### config.mk
export PLATFORM = sky130hd
export DESIGN_NAME = gpc_bank
export DESIGN_NICKNAME = d
export VERILOG_FILES = /design/src/logic/gpc_pkg.sv /design/src/logic/gpc_bank.sv
export VERILOG_INCLUDE_DIRS = /design/src /design/src/logic
export SDC_FILE = /design/constraint.sdc
export NUM_CORES = 1
export LEC_CHECK = 0
export BUFFER_PORTS_ARGS = -buffer_cell sky130_fd_sc_hd__buf_2
export CAP_MARGIN = 20
export CORE_AREA = 2 2 89 133
export DETAILED_ROUTE_END_ITERATION = 16
export DIE_AREA = 0 0 91 135
export PLACE_DENSITY = 0.83
export SYNTH_ARGS = -nofsm -noshare
export SYNTH_HDL_FRONTEND = slang
export SYNTH_SLANG_ARGS = --single-unit
### constraint.sdc
create_clock -name i_clock -period 5.8 [get_ports i_clock]
set_input_delay 0.29 -clock i_clock [delete_from_list [all_inputs] [get_ports i_clock]]
set_output_delay 0.29 -clock i_clock [all_outputs]
set_load 0.1 [all_outputs]
### src/logic/gpc_params.svh
// Constants for the general purpose pin control bank.
// Assumes inclusion by the bank package, the bank module, the monitor and the testbench.
`ifndef GPC_PARAMS_SVH
`define GPC_PARAMS_SVH
// Register indices; the byte address on the bus is four times the index.
`define GPC_IDX_PIN_1_6 10'h029
`define GPC_IDX_PIN_1_7 10'h02a
`define GPC_IDX_PIN_2_0 10'h02b
`define GPC_IDX_PIN_2_1 10'h02c
`define GPC_IDX_PIN_2_2 10'h02d
`define GPC_IDX_RSVD 10'h02e
`define GPC_IDX_PIN_2_4 10'h02f
`define GPC_IDX_PIN_2_5 10'h030
`define GPC_IDX_PIN_2_6 10'h031
`define GPC_IDX_PIN_2_7 10'h032
`define GPC_IDX_STATUS 10'h080
`define GPC_IDX_MASK 10'h081
// Pin slots inside the bank.
`define GPC_NPIN 9
`define GPC_S16 4'd0
`define GPC_S17 4'd1
`define GPC_S20 4'd2
`define GPC_S21 4'd3
`define GPC_S22 4'd4
`define GPC_S24 4'd5
`define GPC_S25 4'd6
`define GPC_S26 4'd7
`define GPC_S27 4'd8
`define GPC_SNONE 4'hf
// Control fields, reset value and writable masks.
`define GPC_B_DIR 0
`define GPC_B_POL 1
`define GPC_B_ALT 2
`define GPC_B_SELHI 3
`define GPC_B_OD 7
`define GPC_CTL_RST 8'h01
`define GPC_WMASK_ONE 8'h87
`define GPC_WMASK_TWO 8'h8f
`define GPC_WMASK_NONE 8'h83
// Two-bit select codes.
`define GPC_SEL_GPIO 2'h0
`define GPC_SEL_KBC 2'h1
`define GPC_SEL_EDGE 2'h2
`define GPC_SEL_FDD 2'h3
// Interrupt status bits and bus answers.
`define GPC_EV_EDGE0 0
`define GPC_EV_EDGE1 1
`define GPC_RESP_OKAY 2'h0
`define GPC_RESP_SLVERR 2'h2
`endif

### src/logic/gpc_pkg.sv
// Types shared by the general purpose pin control bank.
// Assumes the constants header sits beside it.
`include "gpc_params.svh"
package gpc_pkg;
   // Pad drive of the nine pins, slot order 1.6 up to 2.7.
   typedef struct packed {
      logic [`GPC_NPIN-1:0] out;
      logic [`GPC_NPIN-1:0] oe;
   } gpc_pad_t;
   // Keyboard controller port bits carried through the bank.
   typedef struct packed {
      logic bit7;
      logic bit6;
      logic bit2;
   } gpc_kbc_t;
   typedef enum logic [1:0] {GPC_WS_IDLE = 2'b01, GPC_WS_RESP = 2'b10} gpc_wstate_t;
   typedef enum logic [1:0] {GPC_RS_IDLE = 2'b01, GPC_RS_RESP = 2'b10} gpc_rstate_t;
endpackage : gpc_pkg

### src/logic/gpc_bank.sv
// Pin control bank for general purpose pins 1.6 to 2.7 with an AXI4-Lite slave.
// Assumes pad inputs synchronous to i_clock and alternate-function units outside.
// Every output is registered, so pins and views lag their inputs by one clock.
`timescale 1ns/1ps
`include "gpc_params.svh"

module gpc_bank (
   input wire logic i_clock,
   input wire logic i_nrst,
   input wire logic [11:0] i_awaddr,
   input wire logic i_awvalid,
   output logic o_awready,
   input wire logic [31:0] i_wdata,
   input wire logic [3:0] i_wstrb,
   input wire logic i_wvalid,
   output logic o_wready,
   output logic [1:0] o_bresp,
   output logic o_bvalid,
   input wire logic i_bready,
   input wire logic [11:0] i_araddr,
   input wire logic i_arvalid,
   output logic o_arready,
   output logic [31:0] o_rdata,
   output logic [1:0] o_rresp,
   output logic o_rvalid,
   input wire logic i_rready,
   input wire logic [`GPC_NPIN-1:0] i_pad_in,
   output gpc_pkg::gpc_pad_t o_pad,
   input wire logic [`GPC_NPIN-1:0] i_gpio_out,
   output logic [`GPC_NPIN-1:0] o_gpio_in,
   input wire logic i_floppy_drive_select_1_n,
   input wire logic i_floppy_motor_select_1_n,
   input wire logic i_music_serial_transmit,
   input wire logic i_sys_mgmt_interrupt_out_n,
   input wire gpc_pkg::gpc_kbc_t i_kbc_port_drive,
   output gpc_pkg::gpc_kbc_t o_kbc_port,
   output logic o_stick2_x_axis_timing,
   output logic o_stick2_y_axis_timing,
   output logic o_music_serial_receive,
   output logic o_irq
);
   import gpc_pkg::*;

   // ------------------------------------------------------------
   // Decode helpers
   // ------------------------------------------------------------

   // Maps a word index to a pin slot; the reserved index has none.
   function automatic logic [3:0] slot_of(input logic [9:0] idx);
      case (idx)
         `GPC_IDX_PIN_1_6: slot_of = `GPC_S16;
         `GPC_IDX_PIN_1_7: slot_of = `GPC_S17;
         `GPC_IDX_PIN_2_0: slot_of = `GPC_S20;
         `GPC_IDX_PIN_2_1: slot_of = `GPC_S21;
         `GPC_IDX_PIN_2_2: slot_of = `GPC_S22;
         `GPC_IDX_PIN_2_4: slot_of = `GPC_S24;
         `GPC_IDX_PIN_2_5: slot_of = `GPC_S25;
         `GPC_IDX_PIN_2_6: slot_of = `GPC_S26;
         `GPC_IDX_PIN_2_7: slot_of = `GPC_S27;
         default: slot_of = `GPC_SNONE;
      endcase
   endfunction : slot_of

   // Writable bits of each slot; everything else stays zero.
   function automatic logic [7:0] wmask_of(input logic [3:0] s);
      case (s)
         `GPC_S21, `GPC_S22: wmask_of = `GPC_WMASK_TWO;
         `GPC_S24: wmask_of = `GPC_WMASK_NONE;
         default: wmask_of = `GPC_WMASK_ONE;
      endcase
   endfunction : wmask_of

   // Function select of a slot; single-select pins report KBC code when set.
   function automatic logic [1:0] sel_of(input logic [3:0] s, input logic [7:0] c);
      if (s == `GPC_S21 || s == `GPC_S22) begin
         sel_of = c[`GPC_B_SELHI:`GPC_B_ALT];
      end else begin
         sel_of = {1'b0, c[`GPC_B_ALT]};
      end
   endfunction : sel_of

   // ------------------------------------------------------------
   // Register storage and bus decode
   // ------------------------------------------------------------
   // Stored control bytes, event status, interrupt mask and bus channel state.
   logic [7:0] ctl [0:`GPC_NPIN-1];
   logic [1:0] status;
   logic [1:0] mask;
   gpc_wstate_t wstate;
   gpc_rstate_t rstate;
   logic aw_held;
   logic w_held;
   logic [9:0] aw_idx;
   logic [7:0] w_byte;
   logic w_lane0;
   logic [`GPC_NPIN-1:0] prev_in;

   // Write decode: the word is acted on once both halves are held.
   // The later half of a split write is used straight from the bus.
   wire aw_take = i_awvalid & o_awready;
   wire w_take = i_wvalid & o_wready;
   wire [9:0] wr_idx = aw_take ? i_awaddr[11:2] : aw_idx;
   wire [7:0] wr_byte = w_take ? i_wdata[7:0] : w_byte;
   wire wr_lane0 = w_take ? i_wstrb[0] : w_lane0;
   wire wr_go = (wstate == GPC_WS_IDLE) & (aw_held | aw_take) & (w_held | w_take);
   wire [3:0] wr_slot = slot_of(wr_idx);
   wire wr_pin = wr_slot != `GPC_SNONE;
   wire wr_ok = wr_pin | (wr_idx == `GPC_IDX_RSVD) | (wr_idx == `GPC_IDX_STATUS)
      | (wr_idx == `GPC_IDX_MASK);

   // Read decode; the reserved slot answers zero with OKAY.
   wire rd_take = i_arvalid & o_arready;
   wire [9:0] rd_idx = i_araddr[11:2];
   wire [3:0] rd_slot = slot_of(rd_idx);
   wire rd_pin = rd_slot != `GPC_SNONE;
   wire rd_stat = rd_idx == `GPC_IDX_STATUS;
   wire rd_mask = rd_idx == `GPC_IDX_MASK;
   wire rd_ok = rd_pin | rd_stat | rd_mask | (rd_idx == `GPC_IDX_RSVD);
   // The array index is kept in range; the pin flag already picks the value.
   wire [3:0] rd_ix = rd_pin ? rd_slot : `GPC_S16;
   wire [7:0] rd_byte = rd_pin ? ctl[rd_ix] : rd_stat ? {6'h00, status}
      : rd_mask ? {6'h00, mask} : 8'h00;

   // ------------------------------------------------------------
   // Pin steering
   // ------------------------------------------------------------
   // Per-pin views that the registers below take on every edge.
   logic [`GPC_NPIN-1:0] next_out;
   logic [`GPC_NPIN-1:0] next_oe;
   logic [`GPC_NPIN-1:0] in_logic;
   logic [`GPC_NPIN-1:0] alt_in;
   logic [`GPC_NPIN-1:0] kbc_sel;

   // Per pin: choose the source, invert it, then apply direction and driver type.
   // Input-only functions never drive, so a stale direction bit cannot fight the pin.
   always_comb begin
      logic [1:0] sel;
      logic [7:0] c;
      logic v;
      logic aout;
      logic ain;
      logic drive;
      sel = `GPC_SEL_GPIO;
      c = 8'h00;
      v = 1'b0;
      aout = 1'b0;
      ain = 1'b0;
      drive = 1'b0;
      // Slot order follows the pin numbering, so s is also the pad bit index.
      for (int s = 0; s < `GPC_NPIN; s++) begin
         c = ctl[s];
         sel = sel_of(4'(s), c);
         aout = 1'b0;
         ain = 1'b0;
         kbc_sel[s] = 1'b0;
         v = i_gpio_out[s];
         case (4'(s))
            `GPC_S16, `GPC_S17: ain = sel != `GPC_SEL_GPIO;
            `GPC_S20: kbc_sel[s] = sel == `GPC_SEL_KBC;
            `GPC_S21: begin
               aout = sel == `GPC_SEL_FDD;
               ain = sel == `GPC_SEL_EDGE;
               kbc_sel[s] = sel == `GPC_SEL_KBC;
               v = aout ? i_floppy_drive_select_1_n : v;
            end
            `GPC_S22: begin
               aout = sel == `GPC_SEL_FDD;
               ain = sel == `GPC_SEL_EDGE;
               kbc_sel[s] = sel == `GPC_SEL_KBC;
               v = aout ? i_floppy_motor_select_1_n : v;
            end
            `GPC_S25: ain = sel != `GPC_SEL_GPIO;
            `GPC_S26: begin
               aout = sel != `GPC_SEL_GPIO;
               v = aout ? i_music_serial_transmit : v;
            end
            `GPC_S27: begin
               aout = sel != `GPC_SEL_GPIO;
               v = aout ? i_sys_mgmt_interrupt_out_n : v;
            end
            default: aout = 1'b0;
         endcase
         // Port functions take their source here and follow the direction bit.
         if (kbc_sel[s]) begin
            v = (4'(s) == `GPC_S20) ? i_kbc_port_drive.bit7
               : (4'(s) == `GPC_S21) ? i_kbc_port_drive.bit6 : i_kbc_port_drive.bit2;
         end
         v = v ^ c[`GPC_B_POL];
         // Alternate outputs drive regardless of bit 0; input functions never drive.
         drive = aout | (~ain & ~c[`GPC_B_DIR]);
         next_out[s] = c[`GPC_B_OD] ? 1'b0 : v;
         next_oe[s] = drive & (c[`GPC_B_OD] ? ~v : 1'b1);
         in_logic[s] = i_pad_in[s] ^ c[`GPC_B_POL];
         alt_in[s] = ain;
      end
   end

   // Either-edge events on pins 2.1 and 2.2 while their edge function is chosen.
   wire [1:0] edge_ev = {alt_in[`GPC_S22] & ~kbc_sel[`GPC_S22]
      & (in_logic[`GPC_S22] ^ prev_in[`GPC_S22]),
      alt_in[`GPC_S21] & (in_logic[`GPC_S21] ^ prev_in[`GPC_S21])};
   wire stat_clr = rd_take & rd_stat;
   wire [1:0] next_status = (stat_clr ? 2'b00 : status) | edge_ev;

   // The mask as it stands after this edge, so a mask write moves the interrupt
   // at once instead of one clock after the register has changed.
   wire wr_mask = wr_go & wr_lane0 & (wr_idx == `GPC_IDX_MASK);
   wire [1:0] next_mask = wr_mask ? wr_byte[1:0] : mask;

   // ------------------------------------------------------------
   // Control registers, status and interrupt
   // ------------------------------------------------------------

   // Writes keep only the documented bits; a write without lane 0 changes nothing.
   always_ff @(posedge i_clock) begin
      if (!i_nrst) begin
         for (int s = 0; s < `GPC_NPIN; s++) begin
            ctl[s] <= `GPC_CTL_RST;
         end
         mask <= 2'b00;
      end else if (wr_go & wr_lane0) begin
         // The mask shares this write path; the status word ignores writes.
         if (wr_pin) begin
            ctl[wr_slot] <= wr_byte & wmask_of(wr_slot);
         end
         if (wr_idx == `GPC_IDX_MASK) begin
            mask <= wr_byte[1:0];
         end
      end
   end

   // A new edge in the clearing read's cycle survives the clear.
   always_ff @(posedge i_clock) begin
      if (!i_nrst) begin
         status <= 2'b00;
         // A low start matches the idle level of an uninverted pad: no false edge.
         prev_in <= '0;
         o_irq <= 1'b0;
      end else begin
         status <= next_status;
         prev_in <= in_logic;
         o_irq <= |(next_status & next_mask);
      end
   end

   // Registered pad drive and logic-side views of the pins.
   always_ff @(posedge i_clock) begin
      if (!i_nrst) begin
         o_pad <= '0;
         o_gpio_in <= '0;
         // Port bits idle high, as a released open-drain line reads.
         o_kbc_port <= 3'b111;
         o_stick2_x_axis_timing <= 1'b0;
         o_stick2_y_axis_timing <= 1'b0;
         o_music_serial_receive <= 1'b0;
      end else begin
         o_pad.out <= next_out;
         o_pad.oe <= next_oe;
         o_gpio_in <= in_logic;
         o_kbc_port.bit7 <= kbc_sel[`GPC_S20] ? in_logic[`GPC_S20] : 1'b1;
         o_kbc_port.bit6 <= kbc_sel[`GPC_S21] ? in_logic[`GPC_S21] : 1'b1;
         o_kbc_port.bit2 <= kbc_sel[`GPC_S22] ? in_logic[`GPC_S22] : 1'b1;
         o_stick2_x_axis_timing <= alt_in[`GPC_S16] & in_logic[`GPC_S16];
         o_stick2_y_axis_timing <= alt_in[`GPC_S17] & in_logic[`GPC_S17];
         o_music_serial_receive <= alt_in[`GPC_S25] & in_logic[`GPC_S25];
      end
   end

   // ------------------------------------------------------------
   // AXI4-Lite write channel
   // ------------------------------------------------------------

   // Address and data are taken in either order; one write is open at a time.
   always_ff @(posedge i_clock) begin
      if (!i_nrst) begin
         wstate <= GPC_WS_IDLE;
         o_awready <= 1'b1;
         o_wready <= 1'b1;
         o_bvalid <= 1'b0;
         o_bresp <= `GPC_RESP_OKAY;
         aw_held <= 1'b0;
         w_held <= 1'b0;
         aw_idx <= '0;
         w_byte <= 8'h00;
         w_lane0 <= 1'b0;
      end else begin
         case (wstate)
            GPC_WS_IDLE: begin
               if (aw_take) begin
                  aw_held <= 1'b1;
                  aw_idx <= i_awaddr[11:2];
                  o_awready <= 1'b0;
               end
               if (w_take) begin
                  w_held <= 1'b1;
                  w_byte <= i_wdata[7:0];
                  w_lane0 <= i_wstrb[0];
                  o_wready <= 1'b0;
               end
               if (wr_go) begin
                  o_bvalid <= 1'b1;
                  o_bresp <= wr_ok ? `GPC_RESP_OKAY : `GPC_RESP_SLVERR;
                  wstate <= GPC_WS_RESP;
               end
            end
            GPC_WS_RESP: begin
               // Both ready flags return together once the response is taken.
               if (i_bready) begin
                  o_bvalid <= 1'b0;
                  aw_held <= 1'b0;
                  w_held <= 1'b0;
                  o_awready <= 1'b1;
                  o_wready <= 1'b1;
                  wstate <= GPC_WS_IDLE;
               end
            end
            default: wstate <= GPC_WS_IDLE;
         endcase
      end
   end

   // ------------------------------------------------------------
   // AXI4-Lite read channel
   // ------------------------------------------------------------

   // Data are captured at the address edge, so the status clear and the
   // returned value always refer to the same cycle.
   always_ff @(posedge i_clock) begin
      if (!i_nrst) begin
         rstate <= GPC_RS_IDLE;
         o_arready <= 1'b1;
         o_rvalid <= 1'b0;
         o_rdata <= 32'h0000_0000;
         o_rresp <= `GPC_RESP_OKAY;
      end else begin
         case (rstate)
            GPC_RS_IDLE: begin
               if (rd_take) begin
                  o_arready <= 1'b0;
                  o_rvalid <= 1'b1;
                  o_rdata <= {24'h00_0000, rd_byte};
                  o_rresp <= rd_ok ? `GPC_RESP_OKAY : `GPC_RESP_SLVERR;
                  rstate <= GPC_RS_RESP;
               end
            end
            GPC_RS_RESP: begin
               // Only one read is open; arready stays low until the data are taken.
               if (i_rready) begin
                  o_rvalid <= 1'b0;
                  o_arready <= 1'b1;
                  rstate <= GPC_RS_IDLE;
               end
            end
            default: rstate <= GPC_RS_IDLE;
         endcase
      end
   end

endmodule : gpc_bank

## After elaboration in Yosys (flattened, before gate mapping)

Memory sizes are Yosys's and may differ from the RTL's.
Cells that the tools add are included.

- Flip-flop bits (word level): 80
- Logic and storage cells: 260
- Bits in writable memories: 72
- Bits of input ports: 92
- Output and inout bits: 75
- Memories: 1

Memory list:

| name | words | width | rd ports | clocked after Yosys merged registers in | write ports | RTL line | source |
|---|---|---|---|---|---|---|---|
| ctl | 9 | 8 | 10 | 0 | 9 | gpc_bank.sv:86 | `` logic [7:0] ctl [0:`GPC_NPIN-1]; `` |

- Multiplexer cells: 65
- Bitwise gates (word level): 88
- Equal/unequal tests: 45
- Reductions and logical operators: 26

Operator list:

| kind | count |
|---|---|
| equality test 10 x 6 -> 1 bit (second input constant) | 20 |
| one-hot mux 4 bit (9 select lines) | 2 |
| 2-to-1 mux 8 bit | 6 |
| equality test 10 x 8 -> 1 bit (second input constant) | 4 |
| 2-to-1 mux 1 bit | 34 |
| AND 1 bit | 28 |
| NOT 1 bit | 25 |
| OR reduction 2 bit | 11 |
| 2-to-1 mux 2 bit | 10 |
| XOR 1 bit | 20 |
| AND reduction 2 bit | 8 |
| one-hot mux 1 bit (2 select lines) | 7 |
| equality test 2 bit (second input constant) | 6 |
| != test 2 bit (second input constant) | 6 |
| bitwise OR 1 bit | 12 |
| AND reduction 3 bit | 4 |
| 2-to-1 mux 10 bit | 1 |
| AND 8 bit | 1 |
| equality test 2 x 1 -> 1 bit (second input constant) | 4 |
| equality test 4 x 3 -> 1 bit (second input constant) | 2 |
| 2-to-1 mux 4 bit | 2 |
| != test 4 bit (second input constant) | 2 |
| one-hot mux 2 bit (2 select lines) | 2 |
| one-hot mux 4 bit (2 select lines) | 1 |
| other kinds (5) | 6 |

## Logic depth before layout (Yosys ltp)

Gate-level depths: netlist of the first run.

- Depth after elaboration: 12
- Depth in mapped cells: 9
- Depth with buffers taken out: 7

## Least setup slack after synthesis of the first run

OpenSTA, ideal clock, no wires.

- Path kind: register to register
- Start: register o_awready
- End: memory ctl[3][0], enable pin
- Period minus slack after synthesis: 3270 ps
- Slack: 2530 ps
- Path buffers: 1
- Data required time: 5487 ps
- Cell stages (with the launch flop): 9
- Data arrival time: 2957 ps
- Library setup time: 313 ps
- Cell sequence: dfxtp_1 > buf_4 > nand4b_1 > or3b_4 > a2111oi_4 > o21bai_2 > o2111a_4 > nand3_2 > nand2_1

RTL lines:

| what | RTL line | source |
|---|---|---|
| from (decl) | gpc_bank.sv:12 | `output logic o_awready,` |
| from (signal assigned) | gpc_bank.sv:277 | `o_awready <= 1'b1;` |
| from (signal assigned) | gpc_bank.sv:292 | `o_awready <= 1'b0;` |
| from (signal assigned) | gpc_bank.sv:312 | `o_awready <= 1'b1;` |
| to (decl) | gpc_bank.sv:86 |  |

==> results of run 1 <==
cell usage in the layout (no fill, tap or decap), drive strengths merged, types with 10 or more instances in the layout:
cell type | netlist | routed
clkbuf | 15 | 24
inv | 22 | 25
dfxtp | 72 | 72
nor2 | 63 | 63
mux2i | 19 | 19
o21ai | 23 | 23
nand3 | 20 | 20
nor3b | 10 | 10
nor2b | 10 | 10
buf | 37 | 104
or2 | 10 | 10
xnor2 | 17 | 17
edfxtp | 51 | 51
nand2 | 65 | 65
a21oi | 34 | 34
conb | 1 | 43
cell type report:
type,instances,area (um^2)
Fill cell,923,3846
Tap cell,147,183.9
Clock inverter,8,55.05
Clock buffer,24,513.0
Sequential cell,123,2973
Inverter,22,82.58
Multi-Input combinational cell,461,2879
Timing Repair Buffer,104,523.0
report_power, final:
group,internal [mW],total [mW],switching [mW],leakage (nW)
sequential,0.951,0.986,0.0346,1.08
clock,0.617,0.994,0.376,0.287
combinational,0.0963,0.455,0.359,1.59
registers in the layout, indices dropped and copies added (netlist names), 2 cells and up:
signal,cells
ctl,51
aw_idx,10
o_pad,18
o_kbc_port,3
status,2
o_rdata,5
wstate,2
mask,2
rstate,2
w_byte,5
o_gpio_in,9
logic make-up (layout without fill, tap and decap cells):
logic type	Yosys count	in the layout	synth area share (%)
simple gates	241	241	20.85
compound gates	129	129	15.64
flops	123	123	48.82
buf+inv	74	158	6.493
mux	26	26	4.972
xor+xnor	22	22	3.164
other cells	1	43	0.06158
layer usage:
| metal | share of wire (%) | vias to the layer above | track usage (%) |
|---|---|---|---|
| li1 | - | 2403 | - |
| met1 | 35 | 2450 | 26.32 |
| met2 | 55 | 210 | 49.63 |
| met3 | 5.6 | 45 | 5.301 |
| met4 | 4.3 | 0 | 14.90 |
| met5 | 0 | - | 0 |
stage by stage:
stage	utilization (%)	instance area (um^2)	setup WS (ps)	power, mW
2_1_floorplan	-	6247	2530	1.375
3_3_place_gp	60.00	6634	2669	1.440
3_5_place_dp	60.07	6641	2568	1.454
4_1_cts	65.21	7209	2831	2.439
5_1_grt	65.21	7209	2585	2.509
6_report	65.21	7209	2789	2.435
worst max-delay path, delay by kind of cell, from the launching register on:
family	cells	cell delay, ps
and+or+nand+nor	4	1070
AOI/OAI and AO/OA	2	600
DFF	1	540
muxes	1	470
worst max-delay path by stage:
stage                               to  slack [ps]
3_5_place_dp   ctl[6][2]$_SDFFCE_PN0P_        2570
3_3_place_gp   ctl[7][0]$_SDFFCE_PN1P_        2670
4_1_cts        ctl[6][0]$_SDFFCE_PN1P_        2830
2_1_floorplan  ctl[3][0]$_SDFFCE_PN1P_        2530
5_1_grt        ctl[3][3]$_SDFFCE_PN0P_        2580
6_report       ctl[6][0]$_SDFFCE_PN1P_        2790
==> reports/results.ini, run 1 <==
[status]
status = finished clean

[min_path]
hp-class = in2reg
worstHoldEndpoint = o_gpio_in[8]$_SDFF_PN0_
hold_depth = 3
hold_path_startpoint = i_pad_in[8]

[timing]
tightest_slew_ps = 1024
max_freq_mhz = 332.2
fin_skew_ps = 9.540
tns_ps = 0
period_minus_slack_ps = 3011
hold_viol = 0
worst_hold_slack_ps = 125.9
maxSlewViolCount = 0
setup_viol = 0
rsz0062_at_grt = false
fin_crit_sh_pct = 51.91
slew-limit-headroom_pct = 29.77

[clock_network]
path_clk_slew_ps = 60
cts_hold_buffers = 0
post_cts_buffers = 0
cts_sinks = 123
cts_made_buffers = 17
htree_num_levels = 4
ctsRootBufferMaster = clkbuf_16
clk_latency_ps = 420
clockBufferDepth = 2
cts_resized = 0
cts_tree = yes

[logic_synthesis]
netlist.top_cell.by_area = edfxtp_1
syn_avg_cell_area_um2 = 9.886
ys.flop_type = dfxtp_1
syn-instance-count = 616
ys_warn_count = 0
synth_top_area_share_pct = 25.15
synthTopCellsByCount = dfxtp_1, nand2_1, nor2_1
yosysUniqueCellTypes = 85
synthMostInstantiatedCell = dfxtp_1
yosys_register_bits = 123
async_flop_share_pct = 0
synth_area_mm2 = 0.006090
yosys-top-cells-area = edfxtp_1, dfxtp_1, nand2_1, nor2_1, buf_4
synth-edff-count = 51
ys_seq_area_share_pct = 48.82

[setup_path]
slowest_delay_ps = 540
r2r_slack_ps = 2790
critPathKind = reg2reg
end_kind = flip-flop
rr_startpoint = o_awready$_SDFFE_PN1P_
worstPathCellList = and2_1 -> mux2_2 -> nand3_1 -> o21ai_0 -> a32oi_2 -> nand3_1 -> nand2_1
start_kind = flip-flop
r2r-end = ctl[6][0]$_SDFFCE_PN1P_
worstPathArrival_ps = 3110
critical-path-slowest-cell = dfxtp_1
cp.required_ps = 5900
rr_worst_depth = 7
crit_top_cell = nand3_1
critPathMaxFanout = 12
startpoint = o_awready$_SDFFE_PN1P_

[global_route]
grt_pass1_vias = 5100
grt_first_pass_wirelength_um = 25030
antenna_found_initial = 0
overflow = 0
grt_max_degree = 47
grt_usage_pct = 26.21

[cells_and_area]
nets = 821
drive_above_1_share_pct = 22.37
final_cells = 889
area_growth_pct = 18.39
n_antenna_cell = 0

[placement]
dp.cells = 857
numPortBuffers = 103
hpwl_um = 11800
place.gp.congestion = 0.9293

[pwr]
cellLeakagePower_nw = 2.962
power.density_mw_per_mm2 = 337.7
ir_drop_mv = 0.2243

[run]
cap_violations = 0

[route]
drt.antenna.violating_nets = 0
viasPerCell = 5.746
routed_wirelength_um = 16020
dr.pass1.iters = 5
vias = 5108
drtIter0Drc = 361
remaining_drc_errors = 0
wl_per_cell_um = 18.02

[floorplanning]
coreArea_mm2 = 0.01106
design.die.area_mm2 = 0.01229
fp.dieW_um = 91
num_io_pins = 167
initial_core_util_pct = 55.08
rows = 47
die_h_um = 135

(Power assumes the default switching activity.)
==> inputs of run 2 (changes only) <==
--- a/config.mk
+++ b/config.mk
@@ -8,10 +8,10 @@
 export LEC_CHECK = 0
 export BUFFER_PORTS_ARGS = -buffer_cell sky130_fd_sc_hd__buf_2
 export CAP_MARGIN = 20
-export CORE_AREA = 2 2 89 133
+export CORE_AREA = 2 2 96 145
 export DETAILED_ROUTE_END_ITERATION = 16
-export DIE_AREA = 0 0 91 135
-export PLACE_DENSITY = 0.83
+export DIE_AREA = 0 0 98 147
+export PLACE_DENSITY = 0.75
 export SYNTH_ARGS = -nofsm -noshare
 export SYNTH_HDL_FRONTEND = slang
 export SYNTH_SLANG_ARGS = --single-unit
==> constraint.sdc (replaced) <==
create_clock -name i_clock -period 2.56 [get_ports i_clock]
set_input_delay 0.128 -clock i_clock [delete_from_list [all_inputs] [get_ports i_clock]]
set_output_delay 0.128 -clock i_clock [all_outputs]
set_load 0.1 [all_outputs]
==> run 2 against run 1 <==
Clock power grew 140%. Clock skew grew 0.76 ps. Non-clock buffer count grew 46. Largest cell class unchanged. Sequential power grew 130%. First-iteration DRC count shrank 23%. Critical path type unchanged.
==> reports/results.ini, run 2 (synthesized netlist as in run 1, its figures left out) <==
[status]
status = finished clean

[timing]
period_minus_slack_ps = 2460  ; -550.4 ps
fin_crit_sh_pct = 96.10  ; +44 points
fin_skew_ps = 10.30  ; +0.7588 ps
maxSlewViolCount = 0  ; unchanged
tns_ps = 0  ; unchanged
slew-limit-headroom_pct = 63.30  ; +34 points
setup_viol = 0  ; unchanged
tightest_slew_ps = 544.8  ; -479.3 ps
max_freq_mhz = 406.5  ; +22%
hold_viol = 0  ; unchanged

[cells_and_area]
top_regs = ctl (51), o_pad (18), aw_idx (10)
area_growth_pct = 27.14
largest_reg_flops = 51  ; unchanged
final_common_cell = buf_2
largest_register = ctl
layout_common_cells = buf_2, dfxtp_1, nor2_1
drive_above_1_share_pct = 26.30  ; +3.9 points
nets = 867  ; +5.6%
n_antenna_cell = 0  ; unchanged
fin_area_mm2 = 0.007742  ; +7.4%
postLayoutCoreUtil_pct = 58.62  ; -6.6 points

[clock_network]
cts_made_buffers = 17  ; unchanged
cts_sinks = 123  ; unchanged
ctsRootBufferMaster = clkbuf_16
cts_tree = yes
clockBufferDepth = 2  ; unchanged
path_clk_slew_ps = 60  ; about the same
clk_latency_ps = 420  ; about the same
htree_num_levels = 4  ; unchanged

[floorplanning]
fp.dieW_um = 98  ; +7.7%
initial_core_util_pct = 46.11  ; -9.0 points
rows = 52  ; +11%
design.die.area_mm2 = 0.01441  ; +17%
die_h_um = 147  ; +8.9%
num_io_pins = 167  ; unchanged
coreArea_mm2 = 0.01321  ; +19%

[min_path]
hold_depth = 3  ; unchanged
hold_path_startpoint = i_gpio_out[5]
hp-class = in2reg
worstHoldEndpoint = o_pad[14]$_SDFF_PP0_

[setup_path]
start_kind = flip-flop
critPathMaxFanout = 12  ; unchanged
worstPathArrival_ps = 2620  ; -490 ps
end_kind = flip-flop
r2r-end = ctl[7][0]$_SDFFCE_PN1P_
cp.required_ps = 2720  ; -3180 ps
critPathKind = reg2reg
rr_startpoint = o_awready$_SDFFE_PN1P_
rr_worst_depth = 6  ; -1
startpoint = o_awready$_SDFFE_PN1P_
r2r_slack_ps = 100  ; -2690 ps

[global_route]
antenna_found_initial = 0  ; unchanged
grt_pass1_vias = 5176  ; +1.5%
grt_usage_pct = 22.09  ; -4.1 points
overflow = 0  ; unchanged
grt_first_pass_wirelength_um = 25100  ; +0.28%
grt_max_degree = 46  ; -2.1%

[route]
dr.pass1.iters = 5  ; unchanged
wl_per_cell_um = 16.86  ; -6.4%
remaining_drc_errors = 0  ; unchanged
vias = 5254  ; +2.9%
viasPerCell = 5.536  ; -3.6%
drtIter0Drc = 279  ; -23%
routed_wirelength_um = 16000  ; about the same
drt.antenna.violating_nets = 0  ; unchanged

[pwr]
power.switching_mw = 1.777  ; +130%
pwr-share-comb_pct = 19.1  ; +0.4 points
seqPwrFrac_pct = 38.9  ; -1.6 points
cellLeakagePower_nw = 3.189  ; +7.7%
p_int_mw = 3.963  ; +140%
swShare_pct = 30.96  ; -0.66 points
power.density_mw_per_mm2 = 741.4  ; +120%
ir_drop_mv = 0.5424  ; +140%
clockPowerShare_pct = 42.0  ; +1.2 points

[placement]
place.gp.congestion = 0.9381  ; +0.95%
hpwl_um = 11750  ; -0.43%
place_area_mm2 = 0.006878  ; +3.6%
numPortBuffers = 103  ; unchanged

[run]
cap_violations = 0  ; unchanged

[run 2: cell count changes in the layout (fill, tap and decap cells not counted), moves of 4 or more]
cell and change:
nand2_1 -7, buf_4 +24, dlygate4sd3_1 +21, nand2_2 +7, clkbuf_8 -4
[run 2: stage by stage]
step	hold slack, ps	std cells	power (mW)	setup slack, ps
after floorplan	246.7	658	3.121	-168.7
after global placement	367.8	895	3.301	55.94
after detailed placement	381.1	895	3.326	-4.909
after CTS	9.801	948	5.753	11.17
after global routing	32.04	949	5.927	-25.37
final	21.01	949	5.741	99.82
[run 2: power groups by stage]
| stage | clock (mW) | combinational, mW | sequential (mW) |
|---|---|---|---|
| final | 2.41 | 1.09 | 2.23 |
| after global routing | 2.53 | 1.15 | 2.25 |
| after detailed placement | 0 | 1.05 | 2.27 |
| after floorplan | 0 | 0.581 | 2.54 |
| after global placement | 0 | 1.03 | 2.27 |
| after CTS | 2.44 | 1.08 | 2.23 |
[run 2: area by class of cell]
cell class | count | area, um^2
inverter | 22 | 82.58
tap | 162 | 202.7
fill | 1118 | 5465
sequential | 123 | 2980
clock inverter | 10 | 111.4
clock buffer | 21 | 483.0
multi-input combinational | 461 | 2949
timing repair buffer | 150 | 933.4
[run 2: critical path: stages (launching register included)]
cell and delay (ps):
dfxtp_4 410, and2_2 250, mux2_2 440, o21ai_0 310
a32o_2 310, o21ai_2 170, or2_2 310
[run 2: timing repair]
item	4_1_cts	5_1_grt
endpoints found under the setup margin	2	60
hold buffers	21	0
resized for setup	2	9
hold endpoints to repair	22	0
buffers inserted	1	1
pin swaps	1	6
[run 2: how the worst max path moves through the flow]
stage | end | slack, ps | cells past startpoint
finish | ctl[7][0]$_SDFFCE_PN1P_ | 100 | 6
global route | ctl[6][0]$_SDFFCE_PN1P_ | -30 | 7
CTS | ctl[5][0]$_SDFFCE_PN1P_ | 10 | 7
detailed placement | ctl[3][0]$_SDFFCE_PN1P_ | -5 | 7
global placement | ctl[3][0]$_SDFFCE_PN1P_ | 60 | 7
floorplan | ctl[3][0]$_SDFFCE_PN1P_ | -170 | 8
[run 2: routing by layer]
layer,global-route usage [%],wire (um)
met4,11.25,523
met2,40.92,8753
met5,0,0
met1,23.30,5925
met3,4.472,801
